==> src/core/sie_defines.vh <==
// Purpose: constants for the safety input evaluator
// Assumes: 10 MHz clock, plain register port, 4-bit byte address
// Notes: times in ms except SIE_TP_CYC, which is in clock cycles; ms converted to cycles in the module
`ifndef SIE_DEFINES_VH
`define SIE_DEFINES_VH
`define SIE_CLK_KHZ 16'h2710
`define SIE_TICK_MS 16'h0001
`define SIE_FILT_MIN 8'h03
`define SIE_FILT_MAX 8'hfa
`define SIE_FILT_RST 8'h03
`define SIE_SIM_RST 8'h32
`define SIE_TP_PER_MS 8'h0a
`define SIE_TP_CYC 4'h5
`define SIE_A_CFG 4'h0
`define SIE_A_FILT 4'h4
`define SIE_A_SIM 4'h8
`define SIE_A_STAT 4'hc
`define SIE_CFG_RST 12'h000
`define SIE_B_MAT_RST 0
`define SIE_B_MAT_MON 1
`define SIE_B_MAT_SUT 2
`define SIE_B_MAT_TP 3
`define SIE_B_SW_RST 4
`define SIE_B_SW_MON 5
`define SIE_B_SW_SUT 6
`define SIE_B_SW_TP 7
`define SIE_B_GRIP3 8
`define SIE_B_GRIP_SUT 9
`define SIE_B_GRIP_TP 10
`define SIE_B_ERR_EN 11
`define SIE_NCH 8
`define SIE_NTP 6
`define SIE_LAST_TP 3'h5
`endif

==> src/core/sie_top.v <==
// Purpose: mat, switch and enabling grip evaluator
// Assumes: contact inputs synchronous to clk_i
// Notes: channels 0..5 carry test pulses, 6..7 are reset inputs
`timescale 1ns/1ns
`include "sie_defines.vh"
module sie_top #(
	parameter [15:0] MS_CYC = `SIE_CLK_KHZ * `SIE_TICK_MS,
	parameter [7:0]  TP_PER = `SIE_TP_PER_MS,
	parameter [3:0]  TP_CYC = `SIE_TP_CYC
) (
	// Clock and reset
	input  wire        clk_i,
	input  wire        resetn_i,
	input  wire        ce_i,
	// Register port
	input  wire [3:0]  addr_i,
	input  wire [31:0] wdata_i,
	input  wire        we_i,
	input  wire        re_i,
	output wire [31:0] rdata_o,
	// Mat contacts and reset
	input  wire        mat_a_i,
	input  wire        mat_b_i,
	input  wire        mat_rst_i,
	// Switch contact and reset
	input  wire        sw_i,
	input  wire        sw_rst_i,
	// Grip contacts
	input  wire        contact_input_first_i,
	input  wire        contact_input_second_i,
	input  wire        contact_input_third_i,
	// Test pulse outputs, one per contact channel
	output wire [5:0]  tst_o,
	// Function outputs
	output wire        mat_out_o,
	output wire        sw_out_o,
	output wire        grip_out_o,
	output wire        mat_err_o,
	output wire        sw_err_o,
	output wire        grip_err_o
);

	localparam [1:0] S_IDLE = 2'h0;
	localparam [1:0] S_RISE = 2'h1;
	localparam [1:0] S_FALL = 2'h2;
	localparam [1:0] S_ON   = 2'h3;

	reg  [11:0] cfg_r;
	reg  [7:0]  filt_r;
	reg  [7:0]  sim_r;
	reg  [31:0] rdata_r;
	reg  [15:0] ms_cnt_r;
	reg         tick_r;
	reg  [7:0]  tp_ms_r;
	reg  [2:0]  tp_ch_r;
	reg  [3:0]  tp_cnt_r;
	reg         tp_act_r;
	reg  [7:0]  sim_cnt_r;
	reg         sim_f_r;
	reg  [7:0]  fe;
	wire [7:0]  raw;
	wire [7:0]  flt;
	wire [5:0]  tf;
	wire [5:0]  tp_en;
	wire [2:0]  cond;
	wire [2:0]  sut_c;
	wire [2:0]  rst_f;
	wire [2:0]  rst_en;
	wire [2:0]  rst_mon;
	wire [2:0]  sut_en;
	wire [2:0]  fault;
	wire [2:0]  out_w;
	wire [2:0]  err_w;
	wire        g3;
	wire        g_mid;
	wire        g_rel;
	wire        g_valid;
	wire        tp_last;

	assign raw = {sw_rst_i, mat_rst_i, contact_input_third_i,
		contact_input_second_i, contact_input_first_i, sw_i, mat_b_i, mat_a_i};

	// Register port
	always @(posedge clk_i or negedge resetn_i) begin
		if (!resetn_i) begin
			cfg_r   <= `SIE_CFG_RST;
			filt_r  <= `SIE_FILT_RST;
			sim_r   <= `SIE_SIM_RST;
			rdata_r <= 32'h0;
		end else if (ce_i) begin
			if (we_i) begin
				case (addr_i)
				`SIE_A_CFG:  cfg_r  <= wdata_i[11:0];
				`SIE_A_FILT: filt_r <= wdata_i[7:0];
				`SIE_A_SIM:  sim_r  <= wdata_i[7:0];
				default: ;
				endcase
			end
			rdata_r <= 32'h0;
			if (re_i) begin
				case (addr_i)
				`SIE_A_CFG:  rdata_r <= {20'h0, cfg_r};
				`SIE_A_FILT: rdata_r <= {24'h0, filt_r};
				`SIE_A_SIM:  rdata_r <= {24'h0, sim_r};
				`SIE_A_STAT: rdata_r <= {19'h0, tf, sim_f_r, fault, out_w};
				default:     rdata_r <= 32'h0;
				endcase
			end
		end
	end
	assign rdata_o = rdata_r;

	// Out-of-range filter settings are clamped rather than rejected
	always @* begin
		fe = filt_r;
		if (filt_r < `SIE_FILT_MIN)
			fe = `SIE_FILT_MIN;
		else if (filt_r > `SIE_FILT_MAX)
			fe = `SIE_FILT_MAX;
	end

	// Millisecond tick
	always @(posedge clk_i or negedge resetn_i) begin
		if (!resetn_i) begin
			ms_cnt_r <= 16'h0;
			tick_r   <= 1'b0;
		end else if (ce_i) begin
			tick_r <= (ms_cnt_r == MS_CYC - 16'h1);
			if (ms_cnt_r == MS_CYC - 16'h1)
				ms_cnt_r <= 16'h0;
			else
				ms_cnt_r <= ms_cnt_r + 16'h1;
		end
	end

	// Test pulse scheduler, one channel at a time so a short shows up
	assign tp_last = tp_act_r && (tp_cnt_r == TP_CYC - 4'h1);
	always @(posedge clk_i or negedge resetn_i) begin
		if (!resetn_i) begin
			tp_ms_r  <= 8'h0;
			tp_ch_r  <= 3'h0;
			tp_cnt_r <= 4'h0;
			tp_act_r <= 1'b0;
		end else if (ce_i) begin
			if (tick_r && !tp_act_r) begin
				if (tp_ms_r == TP_PER - 8'h1) begin
					tp_ms_r  <= 8'h0;
					tp_act_r <= 1'b1;
					tp_cnt_r <= 4'h0;
				end else
					tp_ms_r <= tp_ms_r + 8'h1;
			end
			if (tp_act_r)
				tp_cnt_r <= tp_cnt_r + 4'h1;
			if (tp_last) begin
				tp_act_r <= 1'b0;
				tp_ch_r  <= (tp_ch_r == `SIE_LAST_TP) ? 3'h0 : tp_ch_r + 3'h1;
			end
		end
	end

	assign tp_en = {{3{cfg_r[`SIE_B_GRIP_TP]}}, cfg_r[`SIE_B_SW_TP],
		{2{cfg_r[`SIE_B_MAT_TP]}}};

	genvar k;
	generate
		for (k = 0; k < `SIE_NCH; k = k + 1) begin : g_ch
			reg       flt_r;
			reg [7:0] db_r;
			wire      hold;
			wire      frz;
			if (k < `SIE_NTP) begin : g_tp
				localparam [2:0] CH = k;
				reg tf_r;
				reg tst_r;
				assign hold = tp_act_r && (tp_ch_r == CH) && tp_en[k];
				// The line stays low one cycle past hold, as tst_r is registered
				assign frz  = hold || !tst_r;
				// Each test line feeds exactly one contact channel
				always @(posedge clk_i or negedge resetn_i) begin
					if (!resetn_i) begin
						tst_r <= 1'b1;
						tf_r  <= 1'b0;
					end else if (ce_i) begin
						tst_r <= !hold;
						if (tp_last && (tp_ch_r == CH) && tp_en[k])
							tf_r <= raw[k];
						else if (!tp_en[k])
							tf_r <= 1'b0;
					end
				end
				assign tf[k]    = tf_r;
				assign tst_o[k] = tst_r;
			end else begin : g_nt
				assign hold = 1'b0;
				assign frz  = 1'b0;
			end
			// Samples taken while the line is pulsed are ignored
			always @(posedge clk_i or negedge resetn_i) begin
				if (!resetn_i) begin
					flt_r <= 1'b0;
					db_r  <= 8'h0;
				end else if (ce_i && !frz) begin
					if (raw[k] == flt_r)
						db_r <= 8'h0;
					else if (tick_r) begin
						if (db_r >= fe - 8'h1) begin
							flt_r <= raw[k];
							db_r  <= 8'h0;
						end else
							db_r <= db_r + 8'h1;
					end
				end
			end
			assign flt[k] = flt_r;
		end
	endgenerate

	// Grip decoding; with two contacts the third is ignored
	assign g3      = cfg_r[`SIE_B_GRIP3];
	assign g_mid   = flt[3] && flt[4] && (flt[5] || !g3);
	assign g_rel   = !flt[3] && !flt[4] && (flt[5] || !g3);
	assign g_valid = (flt[3] == flt[4]) && (!g3 || flt[5] || !flt[3]);

	// Simultaneity window on the grip, always active
	always @(posedge clk_i or negedge resetn_i) begin
		if (!resetn_i) begin
			sim_cnt_r <= 8'h0;
			sim_f_r   <= 1'b0;
		end else if (ce_i) begin
			if (g_valid) begin
				sim_cnt_r <= 8'h0;
				sim_f_r   <= 1'b0;
			end else if (tick_r) begin
				if (sim_cnt_r >= sim_r)
					sim_f_r <= 1'b1;
				else
					sim_cnt_r <= sim_cnt_r + 8'h1;
			end
		end
	end

	assign cond    = {g_mid, flt[2], flt[0] && flt[1]};
	assign sut_c   = {g_rel, flt[2], flt[0] && flt[1]};
	assign rst_f   = {1'b0, flt[7], flt[6]};
	assign rst_en  = {1'b0, cfg_r[`SIE_B_SW_RST], cfg_r[`SIE_B_MAT_RST]};
	assign rst_mon = {1'b0, cfg_r[`SIE_B_SW_MON], cfg_r[`SIE_B_MAT_MON]};
	assign sut_en  = {cfg_r[`SIE_B_GRIP_SUT], cfg_r[`SIE_B_SW_SUT],
		cfg_r[`SIE_B_MAT_SUT]};
	assign fault   = {(|tf[5:3]) || sim_f_r, tf[2], tf[0] || tf[1]};

	generate
		for (k = 0; k < 3; k = k + 1) begin : g_blk
			reg  [1:0] st_r;
			reg  [1:0] st_next;
			reg        rp_r;
			reg        arm_r;
			reg        seen_r;
			reg        done_r;
			reg        out_r;
			reg        err_r;
			wire       ok;
			wire       rise;
			wire       fall;
			assign ok   = cond[k] && !fault[k];
			assign rise = rst_f[k] && !rp_r;
			assign fall = !rst_f[k] && rp_r;
			always @* begin
				st_next = st_r;
				if (!ok)
					st_next = S_IDLE;
				else begin
					case (st_r)
					S_IDLE: st_next = rst_en[k] ? S_RISE : S_ON;
					S_RISE: if (rise)
						st_next = rst_mon[k] ? S_FALL : S_ON;
					S_FALL: if (fall)
						st_next = S_ON;
					S_ON:   st_next = S_ON;
					default: st_next = S_IDLE;
					endcase
				end
			end
			// Start-up test latches only once per power-on
			always @(posedge clk_i or negedge resetn_i) begin
				if (!resetn_i) begin
					st_r   <= S_IDLE;
					rp_r   <= 1'b0;
					arm_r  <= 1'b0;
					seen_r <= 1'b0;
					done_r <= 1'b0;
					out_r  <= 1'b0;
					err_r  <= 1'b0;
				end else if (ce_i) begin
					st_r <= st_next;
					rp_r <= rst_f[k];
					// Filters wake at 0, which mimics an activation; only a change after an idle state counts
					if (sut_c[k])
						arm_r <= 1'b1;
					if (arm_r && !sut_c[k])
						seen_r <= 1'b1;
					if (seen_r && sut_c[k])
						done_r <= 1'b1;
					out_r <= ok && (done_r || !sut_en[k]) && (st_next == S_ON);
					err_r <= cfg_r[`SIE_B_ERR_EN] && fault[k];
				end
			end
			assign out_w[k] = out_r;
			assign err_w[k] = err_r;
		end
	endgenerate

	assign mat_out_o  = out_w[0];
	assign sw_out_o   = out_w[1];
	assign grip_out_o = out_w[2];
	assign mat_err_o  = err_w[0];
	assign sw_err_o   = err_w[1];
	assign grip_err_o = err_w[2];

endmodule // sie_top

==> config.mk <==
export PLATFORM = sky130hd
export DESIGN_NAME = sie_top
export DESIGN_NICKNAME = d
export VERILOG_FILES = /design/src/core/sie_top.v
export VERILOG_INCLUDE_DIRS = /design/src /design/src/core
export SDC_FILE = /design/constraint.sdc
export NUM_CORES = 1
export LEC_CHECK = 0
export BUFFER_PORTS_ARGS = -buffer_cell sky130_fd_sc_hd__buf_2
export CELL_PAD_IN_SITES_DETAIL_PLACEMENT = 1
export CELL_PAD_IN_SITES_GLOBAL_PLACEMENT = 1
export CORE_MARGIN = 5
export CORE_UTILIZATION = 51
export CTS_BUF_LIST = sky130_fd_sc_hd__clkbuf_16
export DETAILED_ROUTE_END_ITERATION = 7
export HOLD_SLACK_MARGIN = 0.06
export PLACE_DENSITY_LB_ADDON = 0.1
export SYNTH_ARGS = -nofsm -noshare
export SYNTH_HDL_FRONTEND = slang
export SYNTH_SLANG_ARGS = --single-unit
==> constraint.sdc <==
create_clock -name clk_i -period 7.44 [get_ports clk_i]
set_clock_uncertainty 0.2 [all_clocks]
set_input_delay 0.372 -clock clk_i [delete_from_list [all_inputs] [get_ports clk_i]]
set_output_delay 0.372 -clock clk_i [all_outputs]
set_load 0.05 [all_outputs]
Word-level counts from Yosys, hierarchy flattened. Cells that the tools add are included.

Register bits: 209. Input port bits: 49. Word-level logic and storage cells: 368.

Bitwise gates (word level): 8. Mux-type cells: 66. Add/subtract/negate cells: 14. Magnitude comparators: 11. Equality and inequality tests: 39. Reduce and logical (&&, ||, !) cells: 170.

Operators with widths (number): two-way mux 8 bit (30); adder 8 x 1 -> 8 bit, second input constant (10); >= comparator 8 bit (9); logical AND 1 bit (60); case mux 13 bit (4 select lines) (1); AND reduction 2 bit (25); logical NOT 1 bit (35); two-way mux 32 bit (1); AND reduction 4 bit (8); nonzero test 2 bit (14); AND reduction 3 bit (7); == test 2 bit, second input constant (9); two-way mux 2 bit (9); two-way mux 1 bit (17); adder 16 x 1 -> 16 bit, second input constant (1); == test 16 x 14 -> 1 bit, second input constant (1); two-way mux 16 bit (1); case mux 2 bit (4 select lines) (2); logical OR 1 bit (13); two-way mux 4 bit (3); != test 2 x 1 -> 1 bit, second input constant (6); == test 1 bit (9); == test 4 x 3 -> 1 bit, second input constant (2); == test 4 bit, second input constant (2); 19 further kinds (33).

Longest topological paths before layout. Gate-level depths: netlist of the first run.

Depth in word-level cells: 8. Mapped depth: 18. Gate-level depth less buffers: 15.

Worst setup path after synthesis of the first run. No wires, ideal clock.

Path type: register to register. From: register filt_r[7]. To: register g_ch[0].db_r[3]. Stages on the path, launching flop included: 17. Data required time: 7111 ps. Setup slack: 3364 ps. Arrival: 3747 ps. Path buffers: 1. Cells stage by stage: dfrtp_1 or4_4 nor4_4 nor2_1 ha_1 nor3b_2 xnor2_1 ha_1 nand2_1 a21oi_1 o31ai_1 o2bb2ai_1 a211o_1 maj3_2 buf_6 a31oi_1 o22ai_1.

Word-level cells in the longest chain between the ends: 8.

Ends and longest elaborated chain: start: declaration (line sie_top.v:49) `reg [7:0] filt_r;`; start signal: assignment (line sie_top.v:87) `` filt_r <= `SIE_FILT_RST; ``; start signal: assignment (line sie_top.v:94) `` `SIE_A_FILT: filt_r <= wdata_i[7:0]; ``; greater-than comparator 8 bit (no line); two-way mux 8 bit (line sie_top.v:118) `` else if (filt_r > `SIE_FILT_MAX) ``; two-way mux 8 bit * (line sie_top.v:116) `` if (filt_r < `SIE_FILT_MIN) ``; subtractor 8 x 1 -> 8 bit * (line sie_top.v:207) `if (db_r >= fe - 8'h1) begin`; >= comparator 8 bit * (line sie_top.v:207); two-way mux 8 bit * (line sie_top.v:207); two-way mux 8 bit * (line sie_top.v:206) `else if (tick_r) begin`; two-way mux 8 bit * (line sie_top.v:204) `if (raw[k] == flt_r)`; end signal: assignment (line sie_top.v:211) `db_r <= db_r + 8'h1;`; end: declaration (line sie_top.v:169) `reg [7:0] db_r;`.

Mark *: on every way between the ends. The rest lies on a longest branch, timed or not. The select of a mux whose other input is x is not followed. A chain may end at the register's enable or synchronous reset.

Worst setup path after layout of the first run.
From: register filt_r[7]. To: register g_ch[1].db_r[4].

Word-level cells in the longest chain between the ends: 8.

Ends and longest elaborated chain (line): greater-than comparator 8 bit (no line); two-way mux 8 bit (sie_top.v:118); two-way mux 8 bit * (sie_top.v:116); subtractor 8 x 1 -> 8 bit * (sie_top.v:207); >= comparator 8 bit * (sie_top.v:207); two-way mux 8 bit * (sie_top.v:207); two-way mux 8 bit * (sie_top.v:206); two-way mux 8 bit * (sie_top.v:204); end signal: assignment (sie_top.v:211); end: declaration (sie_top.v:169).

Marked as above.

==> flow_metrics.env, run 1 <==
export IMPL_power_leakage_nw=5.53
export IMPL_hold_path_class="in2reg"
export IMPL_outcome="completed"
export IMPL_numClockSinks=190
export IMPL_hold_viol=0
export IMPL_area_growth_pct=10.6
export IMPL_fin_tns_setup_ns=0
export IMPL_cts_tree="yes"
export IMPL_final_nets=1327
export IMPL_maxCapViolations=0
export IMPL_startpoint="filt_r[7]"
export IMPL_cp_required_ns=7.60
export IMPL_cellPowerDensity_mw_per_mm2=216
export IMPL_antenna_found_initial=0
export IMPL_grt_pass1_vias=9902
export IMPL_vias_per_cell=6.16
export IMPL_slowest_delay_ns=0.66
export IMPL_insertion_delay_ns=0.45
export IMPL_final_setup_viol_count=0
export IMPL_cp_cell_sequence="or4_4 > nor4_4 > nor2_1 > ha_1 > xor2_1 > buf_4 > ha_1 > o21a_1 > o21a_1 > o31a_1 > nor3_1 > o211ai_1 > a21oi_1 > nand2_1 > o21ai_0"
export IMPL_cp_slowest_cell="a21oi_1"
export IMPL_core_mm2=0.0217
export IMPL_cp_end_kind="flop"
export IMPL_layout_setup_ws_ns=2.12
export IMPL_synth_area_mm2=0.0112
export IMPL_crit_path_max_fanout=17
export IMPL_reg2reg_from="filt_r[7]"
export IMPL_num_vias=9323
export IMPL_rsz0062_at_grt="no"
export IMPL_pre_cts_slack_ns=2.25
export IMPL_synth_edf_count=0
export IMPL_cts_root_buf="clkbuf_16"
export IMPL_worstSetupPathType="reg2reg"
export IMPL_die_w_um=158
export IMPL_fp_dieH_um=158
export IMPL_ys_ff_latch=190
export IMPL_clk_path_buf_depth=2
export IMPL_drt_initial_drc_count=484
export IMPL_cts_made_buffers=17
export IMPL_slew_violations=0
export IMPL_postCtsSetupRepairBufs=0
export IMPL_drive_above_1_share_pct=13.5
export IMPL_routed_wl_um=31200
export IMPL_highest_layer="met4"
export IMPL_wl_met2_um=15300
export IMPL_cts_resized_gates=0
export IMPL_port_buffer_count=53
export IMPL_arrival_ns=5.48
export IMPL_fin_util_pct=57.0
export IMPL_synth_warnings=0
export IMPL_wl_met3_um=971
export IMPL_ir_worst_vdd_v=0.000185
export IMPL_gp_congestion=0.824
export IMPL_async_flop_share_pct=100
export IMPL_start_util_pct=51.6
export IMPL_slew_headroom_pct=31.8
export IMPL_yosysSeqAreaShare_pct=42.6
export IMPL_h_tree_depth=4
export IMPL_period_share_pct=71.6
export IMPL_max_freq_mhz=188
export IMPL_drc_errors=0
export IMPL_avgRoutedWirePerCell_um=20.6
export IMPL_grt_start_max_net_pins=117
export IMPL_clk_pin_slew_ns=0.07
export IMPL_diodes=0
export IMPL_grtUsageTotal_pct=25.7
export IMPL_dp_hpwl_um=21600
export IMPL_crit_buf_inv=1
export IMPL_io_pins=93
export IMPL_startpoint_type="flop"
export IMPL_synthCells=1172
export IMPL_ant_nets=0
export IMPL_synth_top_flop_cell="dfrtp_1"
export IMPL_tightest_slew_ns=1.02
export IMPL_overflow=0
export IMPL_hp_start="contact_input_first_i"
export IMPL_crit_family="simple AND/OR/NAND/NOR gates"
export IMPL_synth_avg_cell_area_um2=9.55
export IMPL_dieArea_mm2=0.0250
export IMPL_m1WireLength_um=14100
export IMPL_dr_pass1_iters=5
export IMPL_grt_pass1_wl_um=51500
export IMPL_rows=54
export IMPL_period_minus_slack_ns=5.32
export IMPL_synthDistinctLibCells=74
[repair_timing]
action                                  CTS  global route
hold buffers                             21             0
endpoints found under the hold margin   144             0
endpoints found under the setup margin    0             0
[state kept, by name, summed over array words and instances, names as in the netlist, 2 cells and up]
name	count
ms_cnt_r	16
tp_ch_r	3
g_ch.flt_r	8
tp_cnt_r	4
g_blk.arm_r	3
filt_r	8
g_blk.rp_r	2
rdata_o	13
cfg_r	12
g_blk.done_r	3
tp_ms_r	8
sim_cnt_r	8
g_blk.seen_r	3
sim_r	8
g_ch.db_r	64
g_ch.g_tp.tst_r	6
g_blk.st_r	6
g_ch.g_tp.tf_r	6
[metal layers]
layer | GRT usage, % | up-vias
li1 | - | 4339
met1 | 33.8 | 4739
met2 | 43.3 | 189
met3 | 4.02 | 56
met4 | 8.85 | 0
met5 | 0 | -
[metrics by stage]
step / cells / hold WS, ns / cell area [um^2] / total power [W]
2_1_floorplan: 1190 / -0.124 / 11300 / 0.00154
3_3_place_gp: 1460 / 0.240 / 11500 / 0.00169
3_5_place_dp: 1460 / 0.259 / 11500 / 0.00171
4_1_cts: 1513 / 0.0877 / 12400 / 0.00269
5_1_grt: 1513 / 0.0863 / 12400 / 0.00280
6_report: 1513 / 0.101 / 12400 / 0.00267
[layout by cell type (no fill, tap or decap), types with 9 or more instances in the layout]
cell type / instances
dlygate4sd3_1: 21
nor2_1: 58
clkbuf_16: 17
nand4_1: 22
a21o_1: 17
nor2b_1: 10
nand2b_1: 13
conb_1: 19
nand3_1: 66
o21ai_0: 76
mux2_2: 39
dfrtp_1: 179
xnor2_1: 34
xor2_1: 14
a22o_1: 11
ha_1: 58
nor3_1: 17
o21bai_1: 12
o22ai_1: 22
nand2_1: 116
buf_2: 52
a21oi_1: 38
o21a_1: 10
mux2i_1: 10
a22oi_1: 15
a32o_1: 11
dfstp_2: 11
and3_1: 30
inv_1: 65
or3_1: 9
nor3b_1: 9
[path summary, 6_finish.rpt]
check / endpoint / slack [ns] / depth (start not counted)
setup / recovery: g_ch[1].db_r[4] / 2.12 / 15
hold / removal: g_ch[3].flt_r / 0.10 / 2
setup reg to reg: g_ch[1].db_r[4] / 2.12 / 15
hold reg to reg: g_blk[1].arm_r / 0.28 / 1
max in group asynchronous: g_ch[5].db_r[3] / 5.14 / 3
min in group asynchronous: sim_cnt_r[3] / 0.37 / 2
[layout make-up]
class                   count  area, um^2
clock buffers              17         425
clock inverters            15         191
fillers                  2431        9320
inverters                  65         244
multi-input cells         864        5850
flip-flops and latches    190        4770
well taps                 280         350
repair buffers             82         544
[cell families after synthesis]
group                      after synthesis  synth area share, %
buffers and inverters                  136                 5.78
and+or+nand+nor                        382                 17.3
adders and majority gates               60                 6.68
other                                    1               0.0335
xor gates and xnor gates                48                 3.76
AOI/OAI and AO/OA                      306                 19.0
muxes                                   49                 4.82
DFF                                    190                 42.6
[power breakdown]
part	switching (W)	internal (W)	leakage, nW
sequential	0.0000724	0.00108	2.54
combinational	0.000350	0.000209	2.69
clock	0.000478	0.000485	0.296
total	0.000900	0.00177	5.53
[Yosys cell counts, types with 17 or more instances]
master	number	area share, %
a21o_1	17	1.1
and3_1	30	1.7
nand4_1	22	1.2
o22ai_1	22	1.2
a21oi_1	38	1.7
nand2_1	116	3.9
clkbuf_1	26	0.87
o21ai_0	76	3.4
buf_4	29	1.9
mux2_2	39	3.9
nor3_1	17	0.76
xnor2_1	34	2.7
nor2_1	58	1.9
inv_1	65	2.2
ha_1	58	6.5
nand3_1	66	3.0
dfrtp_1	179	40
No activity file was read; power rests on OpenSTA's default activity.
==> inputs of run 2 (changes only) <==
--- a/config.mk
+++ b/config.mk
@@ -10,7 +10,7 @@
 export CELL_PAD_IN_SITES_DETAIL_PLACEMENT = 1
 export CELL_PAD_IN_SITES_GLOBAL_PLACEMENT = 1
 export CORE_MARGIN = 5
-export CORE_UTILIZATION = 51
+export CORE_UTILIZATION = 47
 export CTS_BUF_LIST = sky130_fd_sc_hd__clkbuf_16
 export DETAILED_ROUTE_END_ITERATION = 7
 export HOLD_SLACK_MARGIN = 0.06
==> constraint.sdc (replaced) <==
create_clock -name clk_i -period 5.2 [get_ports clk_i]
set_clock_uncertainty 0.2 [all_clocks]
set_input_delay 0.26 -clock clk_i [delete_from_list [all_inputs] [get_ports clk_i]]
set_output_delay 0.26 -clock clk_i [all_outputs]
set_load 0.05 [all_outputs]
==> run 2 against run 1 <==
  * Design area increased by 1.0%
  * Final cell count increased by 3.3%
  * Critical path depth unchanged
  * Sequential power rose by 42%
  * Hold slack improved by 0.0068 ns
  * Combinational power grew 50%
  * Die area grew 8.0%
==> flow_metrics.env, run 2 (same netlist as run 1, synthesis figures left out) <==
export IMPL_arrival_ns=4.79
export IMPL_worstSetupPathType="reg2reg"
export IMPL_core_mm2=0.0235
export IMPL_largest_reg_flops=64
export IMPL_grt_start_max_net_pins=98
export IMPL_fillCellCount=2683
export IMPL_area_growth_pct=11.7
export IMPL_design_area_mm2=0.0125
export IMPL_routed_wl_um=31300
export IMPL_vias_per_cell=5.90
export IMPL_ctsHoldBuffers=22
export IMPL_r2r_setup_slack_ns=0.60
export IMPL_avgRoutedWirePerCell_um=20.0
export IMPL_rows=56
export IMPL_outcome="completed"
export IMPL_worstHoldPathCells=3
export IMPL_layout_setup_ws_ns=0.602
export IMPL_final_setup_viol_count=0
export IMPL_slowest_delay_ns=0.63
export IMPL_dp_hpwl_um=21800
export IMPL_reg2reg_depth=15
export IMPL_period_share_pct=88.4
export IMPL_final_cell_mix="dfrtp_1 (179), nand2_1 (116), o21ai_0 (76), inv_1 (66), nand3_1 (66)"
export IMPL_grt_pass1_wl_um=52100
export IMPL_cp_required_ns=5.39
export IMPL_start_util_pct=47.7
export IMPL_dieArea_mm2=0.0270
export IMPL_port_buffer_count=53
export IMPL_cts_made_buffers=17
export IMPL_grtUsageTotal_pct=24.3
export IMPL_die_w_um=164
export IMPL_cp_end_kind="flop"
export IMPL_reg2reg_from="filt_r[4]"
export IMPL_dr_pass1_iters=5
export IMPL_h_tree_depth=4
export IMPL_cts_root_buf="clkbuf_16"
export IMPL_power_leakage_nw=5.59
export IMPL_place_area_mm2=0.0117
export IMPL_cts_tree="yes"
export IMPL_antenna_found_initial=0
export IMPL_tightest_slew_ns=1.03
export IMPL_crit_path_max_fanout=12
export IMPL_maxCapViolations=0
export IMPL_final_nets=1338
export IMPL_drt_initial_drc_count=517
export IMPL_hold_viol=0
export IMPL_critPathMostFrequentCell="a21oi_1"
export IMPL_drive_above_1_share_pct=14.1
export IMPL_ant_nets=0
export IMPL_fp_dieH_um=164
export IMPL_use_met3_pct=3.81
export IMPL_crit_end="g_ch[6].db_r[2]"
export IMPL_gp_congestion=0.795
export IMPL_pre_cts_slack_ns=0.673
export IMPL_cp_slowest_cell="xnor2_1"
export IMPL_hp_start="ce_i"
export IMPL_insertion_delay_ns=0.46
export IMPL_gr_usage_met1_pct=32.7
export IMPL_use_met2_pct=41.2
export IMPL_slew_headroom_pct=31.2
export IMPL_num_vias=9226
export IMPL_cp_cell_sequence="or4_4 > nor3_1 > a211oi_1 > ha_1 > nor3b_2 > xnor2_1 > ha_1 > a21oi_1 > o21ai_0 > a21oi_1 > a21oi_1 > o221ai_1 > nand3_1 > nor3b_1 > a21o_1"
export IMPL_cts_resized_gates=0
export IMPL_mostFrequentLayoutCell="dfrtp_1"
export IMPL_diodes=0
export IMPL_slew_violations=0
export IMPL_grt_pass1_vias=9740
export IMPL_numClockSinks=190
export IMPL_cellPowerDensity_mw_per_mm2=305
export IMPL_top_usage_layer="met2"
export IMPL_postCtsSetupRepairBufs=0
export IMPL_clk_pin_slew_ns=0.08
export IMPL_ir_worst_vdd_v=0.000172
export IMPL_fin_tns_setup_ns=0
export IMPL_clk_path_buf_depth=2
export IMPL_io_pins=93
export IMPL_overflow=0
export IMPL_startpoint_type="flop"
export IMPL_rsz0062_at_grt="no"
export IMPL_worstReg2RegEnd="g_ch[6].db_r[2]"
export IMPL_drc_errors=0
export IMPL_hold_path_class="in2reg"
export IMPL_largest_register="g_ch.db_r"
export IMPL_period_minus_slack_ns=4.60
export IMPL_startpoint="filt_r[4]"
export IMPL_max_freq_mhz=217
[run 2: power by group]
part	total (W)	internal (W)	switching, W
logic	0.000835	0.000316	0.000519
registers	0.00163	0.00155	0.0000859
clock network	0.00135	0.000650	0.000698
total	0.00381	0.00251	0.00130
[run 2: worst min-delay path by stage]
stage,endpoint
final,g_ch[3].g_tp.tst_r
after global routing,g_ch[3].g_tp.tst_r
after CTS,g_ch[3].g_tp.tst_r
after detailed placement,g_ch[6].db_r[1]
after global placement,g_ch[6].db_r[1]
after floorplan,cfg_r[0]
[run 2: worst max-delay path: cells and delay by family, from the launching register on]
family,cells,cell delay (ns)
XOR/XNOR,1,0.63
AND/OR/NAND/NOR,5,1.61
AO/OA/AOI/OAI,7,0.91
flip-flops,1,0.54
adder cells (fa/ha/maj),2,0.62
[run 2: per-layer routing]
metal  routed length (um)  vias to the layer above
met5                    0                        -
met4                  489                        0
met3                  957                       39
met2                15400                      134
met1                14500                     4701
li1                     -                     4352
[run 2: metrics by stage]
step,hold slack [ns],cells,utilization (%),power [W]
global placement,0.209,1509,49.8,0.00245
global route,0.114,1563,53.2,0.00401
finish,0.108,1563,53.2,0.00381
CTS,0.0986,1563,53.2,0.00384
detailed placement,0.211,1509,49.8,0.00247
floorplan,-0.236,1190,-,0.00221
[run 2: cell type report]
cell class / instances / area, um^2 / area share (%)
multi-input combinational: 864 / 5850 / 46.8
sequential: 190 / 4770 / 38.2
timing repair buffer: 93 / 642 / 5.14
clock buffer: 17 / 425 / 3.40
tap: 319 / 399 / 3.19
inverter: 65 / 244 / 1.95
clock inverter: 15 / 169 / 1.35
==> inputs of run 3 (changes only) <==
--- a/config.mk
+++ b/config.mk
@@ -14,6 +14,7 @@
 export CTS_BUF_LIST = sky130_fd_sc_hd__clkbuf_16
 export DETAILED_ROUTE_END_ITERATION = 7
 export HOLD_SLACK_MARGIN = 0.06
+export MAX_ROUTING_LAYER = met4
 export PLACE_DENSITY_LB_ADDON = 0.1
 export SYNTH_ARGS = -nofsm -noshare
 export SYNTH_HDL_FRONTEND = slang
==> run 3 against run 2 <==
  * Largest power group unchanged
  * Critical path depth did not move
  * Global-route usage rose by 0.72 points
  * Core utilization stayed put
  * Fmax hardly changed
  * Critical endpoint unchanged
  * Hold slack improved by 0.0041 ns
  * Via count fell by 0.20%
==> flow_metrics.env, run 3 (same netlist as run 1, synthesis figures left out) <==
export IMPL_largest_reg_flops=64
export IMPL_postCtsSetupRepairBufs=0
export IMPL_overflow=0
export IMPL_final_setup_viol_count=0
export IMPL_slew_violations=0
export IMPL_mostFrequentLayoutCell="dfrtp_1"
export IMPL_outcome="completed"
export IMPL_period_minus_slack_ns=4.60
export IMPL_area_growth_pct=11.7
export IMPL_power_leakage_nw=5.59
export IMPL_io_pins=93
export IMPL_whs_endpoint="g_ch[3].g_tp.tst_r"
export IMPL_drive_above_1_share_pct=14.1
export IMPL_grt_pass1_wl_um=52100
export IMPL_rsz0062_at_grt="no"
export IMPL_cellPowerDensity_mw_per_mm2=305
export IMPL_maxCapViolations=0
export IMPL_numClockSinks=190
export IMPL_port_buffer_count=53
export IMPL_gp_congestion=0.806
export IMPL_ant_nets=0
export IMPL_h_tree_depth=4
export IMPL_reg2reg_from="filt_r[4]"
export IMPL_dr_pass1_iters=5
export IMPL_ir_worst_vdd_v=0.000172
export IMPL_dp_hpwl_um=21800
export IMPL_hp_start="ce_i"
export IMPL_cts_made_buffers=17
export IMPL_hold_path_class="in2reg"
export IMPL_reg2reg_depth=15
export IMPL_cts_root_buf="clkbuf_16"
export IMPL_final_nets=1338
export IMPL_diodes=0
export IMPL_routed_wl_um=31300
export IMPL_arrival_ns=4.79
export IMPL_dieArea_mm2=0.0270
export IMPL_cp_end_kind="flop"
export IMPL_vias_per_cell=5.89
export IMPL_tightest_slew_ns=1.04
export IMPL_drc_errors=0
export IMPL_final_cell_mix="dfrtp_1 (179), nand2_1 (116), o21ai_0 (76), inv_1 (66), nand3_1 (66)"
export IMPL_start_util_pct=47.7
export IMPL_grtUsageTotal_pct=25.0
export IMPL_startpoint_type="flop"
export IMPL_r2r_setup_slack_ns=0.60
export IMPL_fin_tns_setup_ns=0
export IMPL_period_share_pct=88.5
export IMPL_worstReg2RegEnd="g_ch[6].db_r[2]"
export IMPL_avgRoutedWirePerCell_um=20.0
export IMPL_crit_path_max_fanout=12
export IMPL_grt_start_max_net_pins=98
export IMPL_drt_initial_drc_count=556
export IMPL_hold_viol=0
export IMPL_clk_pin_slew_ns=0.08
export IMPL_fp_dieH_um=164
export IMPL_worstSetupPathType="reg2reg"
export IMPL_largest_register="g_ch.db_r"
export IMPL_whs_ns=0.112
export IMPL_max_freq_mhz=217
export IMPL_cp_required_ns=5.38
export IMPL_worstHoldPathCells=3
export IMPL_antenna_found_initial=0
export IMPL_num_vias=9208
export IMPL_slew_headroom_pct=30.6
export IMPL_core_mm2=0.0235
export IMPL_grt_pass1_vias=9729
export IMPL_insertion_delay_ns=0.46
export IMPL_cts_tree="yes"
export IMPL_rows=56
export IMPL_cts_resized_gates=0
export IMPL_die_w_um=164
export IMPL_startpoint="filt_r[4]"
export IMPL_clk_path_buf_depth=2
==> run 3: stage by stage <==
step / util (%) / setup slack, ns / total power (W) / instance area (um^2) / std cells
6_report: 53.2 / 0.597 / 0.00381 / 12500 / 1563
5_1_grt: 53.2 / 0.241 / 0.00401 / 12500 / 1563
4_1_cts: 53.2 / 0.609 / 0.00384 / 12500 / 1563
3_5_place_dp: 49.8 / 0.673 / 0.00247 / 11700 / 1509
3_3_place_gp: 49.8 / 0.779 / 0.00245 / 11700 / 1509
2_1_floorplan: - / 1.12 / 0.00221 / 11300 / 1190
==> run 3: where the power goes <==
| part | switching (W) | internal (W) |
|---|---|---|
| Clock | 0.000696 | 0.000650 |
| Sequential | 0.0000860 | 0.00155 |
| Combinational | 0.000520 | 0.000316 |
| Total | 0.00130 | 0.00251 |
==> run 3: worst max-delay path, cell delays in order (launching register included) <==
cell      delay (ns)
dfrtp_1         0.54
or4_4           0.58
nor3_1          0.15
a211oi_1        0.07
ha_1            0.24
nor3b_2         0.20
xnor2_1         0.62
ha_1            0.38
a21oi_1         0.13
o21ai_0         0.09
a21oi_1         0.17
a21oi_1         0.09
o221ai_1        0.25
nand3_1         0.39
nor3b_1         0.31
a21o_1          0.11
==> run 3: final cells by class <==
| cell class | count | area [um^2] |
|---|---|---|
| tap | 319 | 399 |
| sequential | 190 | 4770 |
| clock inverter | 15 | 169 |
| timing repair buffer | 93 | 642 |
| clock buffer | 17 | 425 |
| multi-input combinational | 864 | 5850 |
| inverter | 65 | 244 |
| fill | 2683 | 11000 |
==> run 3: worst max path at each step <==
stage | to | slack, ns
3_5_place_dp | g_ch[6].db_r[2] | 0.67
2_1_floorplan | g_ch[0].db_r[3] | 1.12
4_1_cts | g_ch[6].db_r[2] | 0.61
5_1_grt | g_ch[6].db_r[4] | 0.24
3_3_place_gp | g_ch[6].db_r[2] | 0.78
6_report | g_ch[6].db_r[2] | 0.60
==> run 3: timing repair <==
action	in CTS	in global routing
endpoints found under the hold margin	136	0
setup endpoints to repair	0	0
hold buffers	22	0
==> run 3: metal layers <==
| layer | vias to the layer above | part of all wire [%] | GRT usage [%] |
|---|---|---|---|
| met5 | - | 0 | - |
| met4 | 0 | 1.5 | 6.02 |
| met3 | 36 | 3.1 | 3.69 |
| met2 | 144 | 49 | 41.3 |
| met1 | 4675 | 46 | 32.7 |
| li1 | 4353 | - | - |
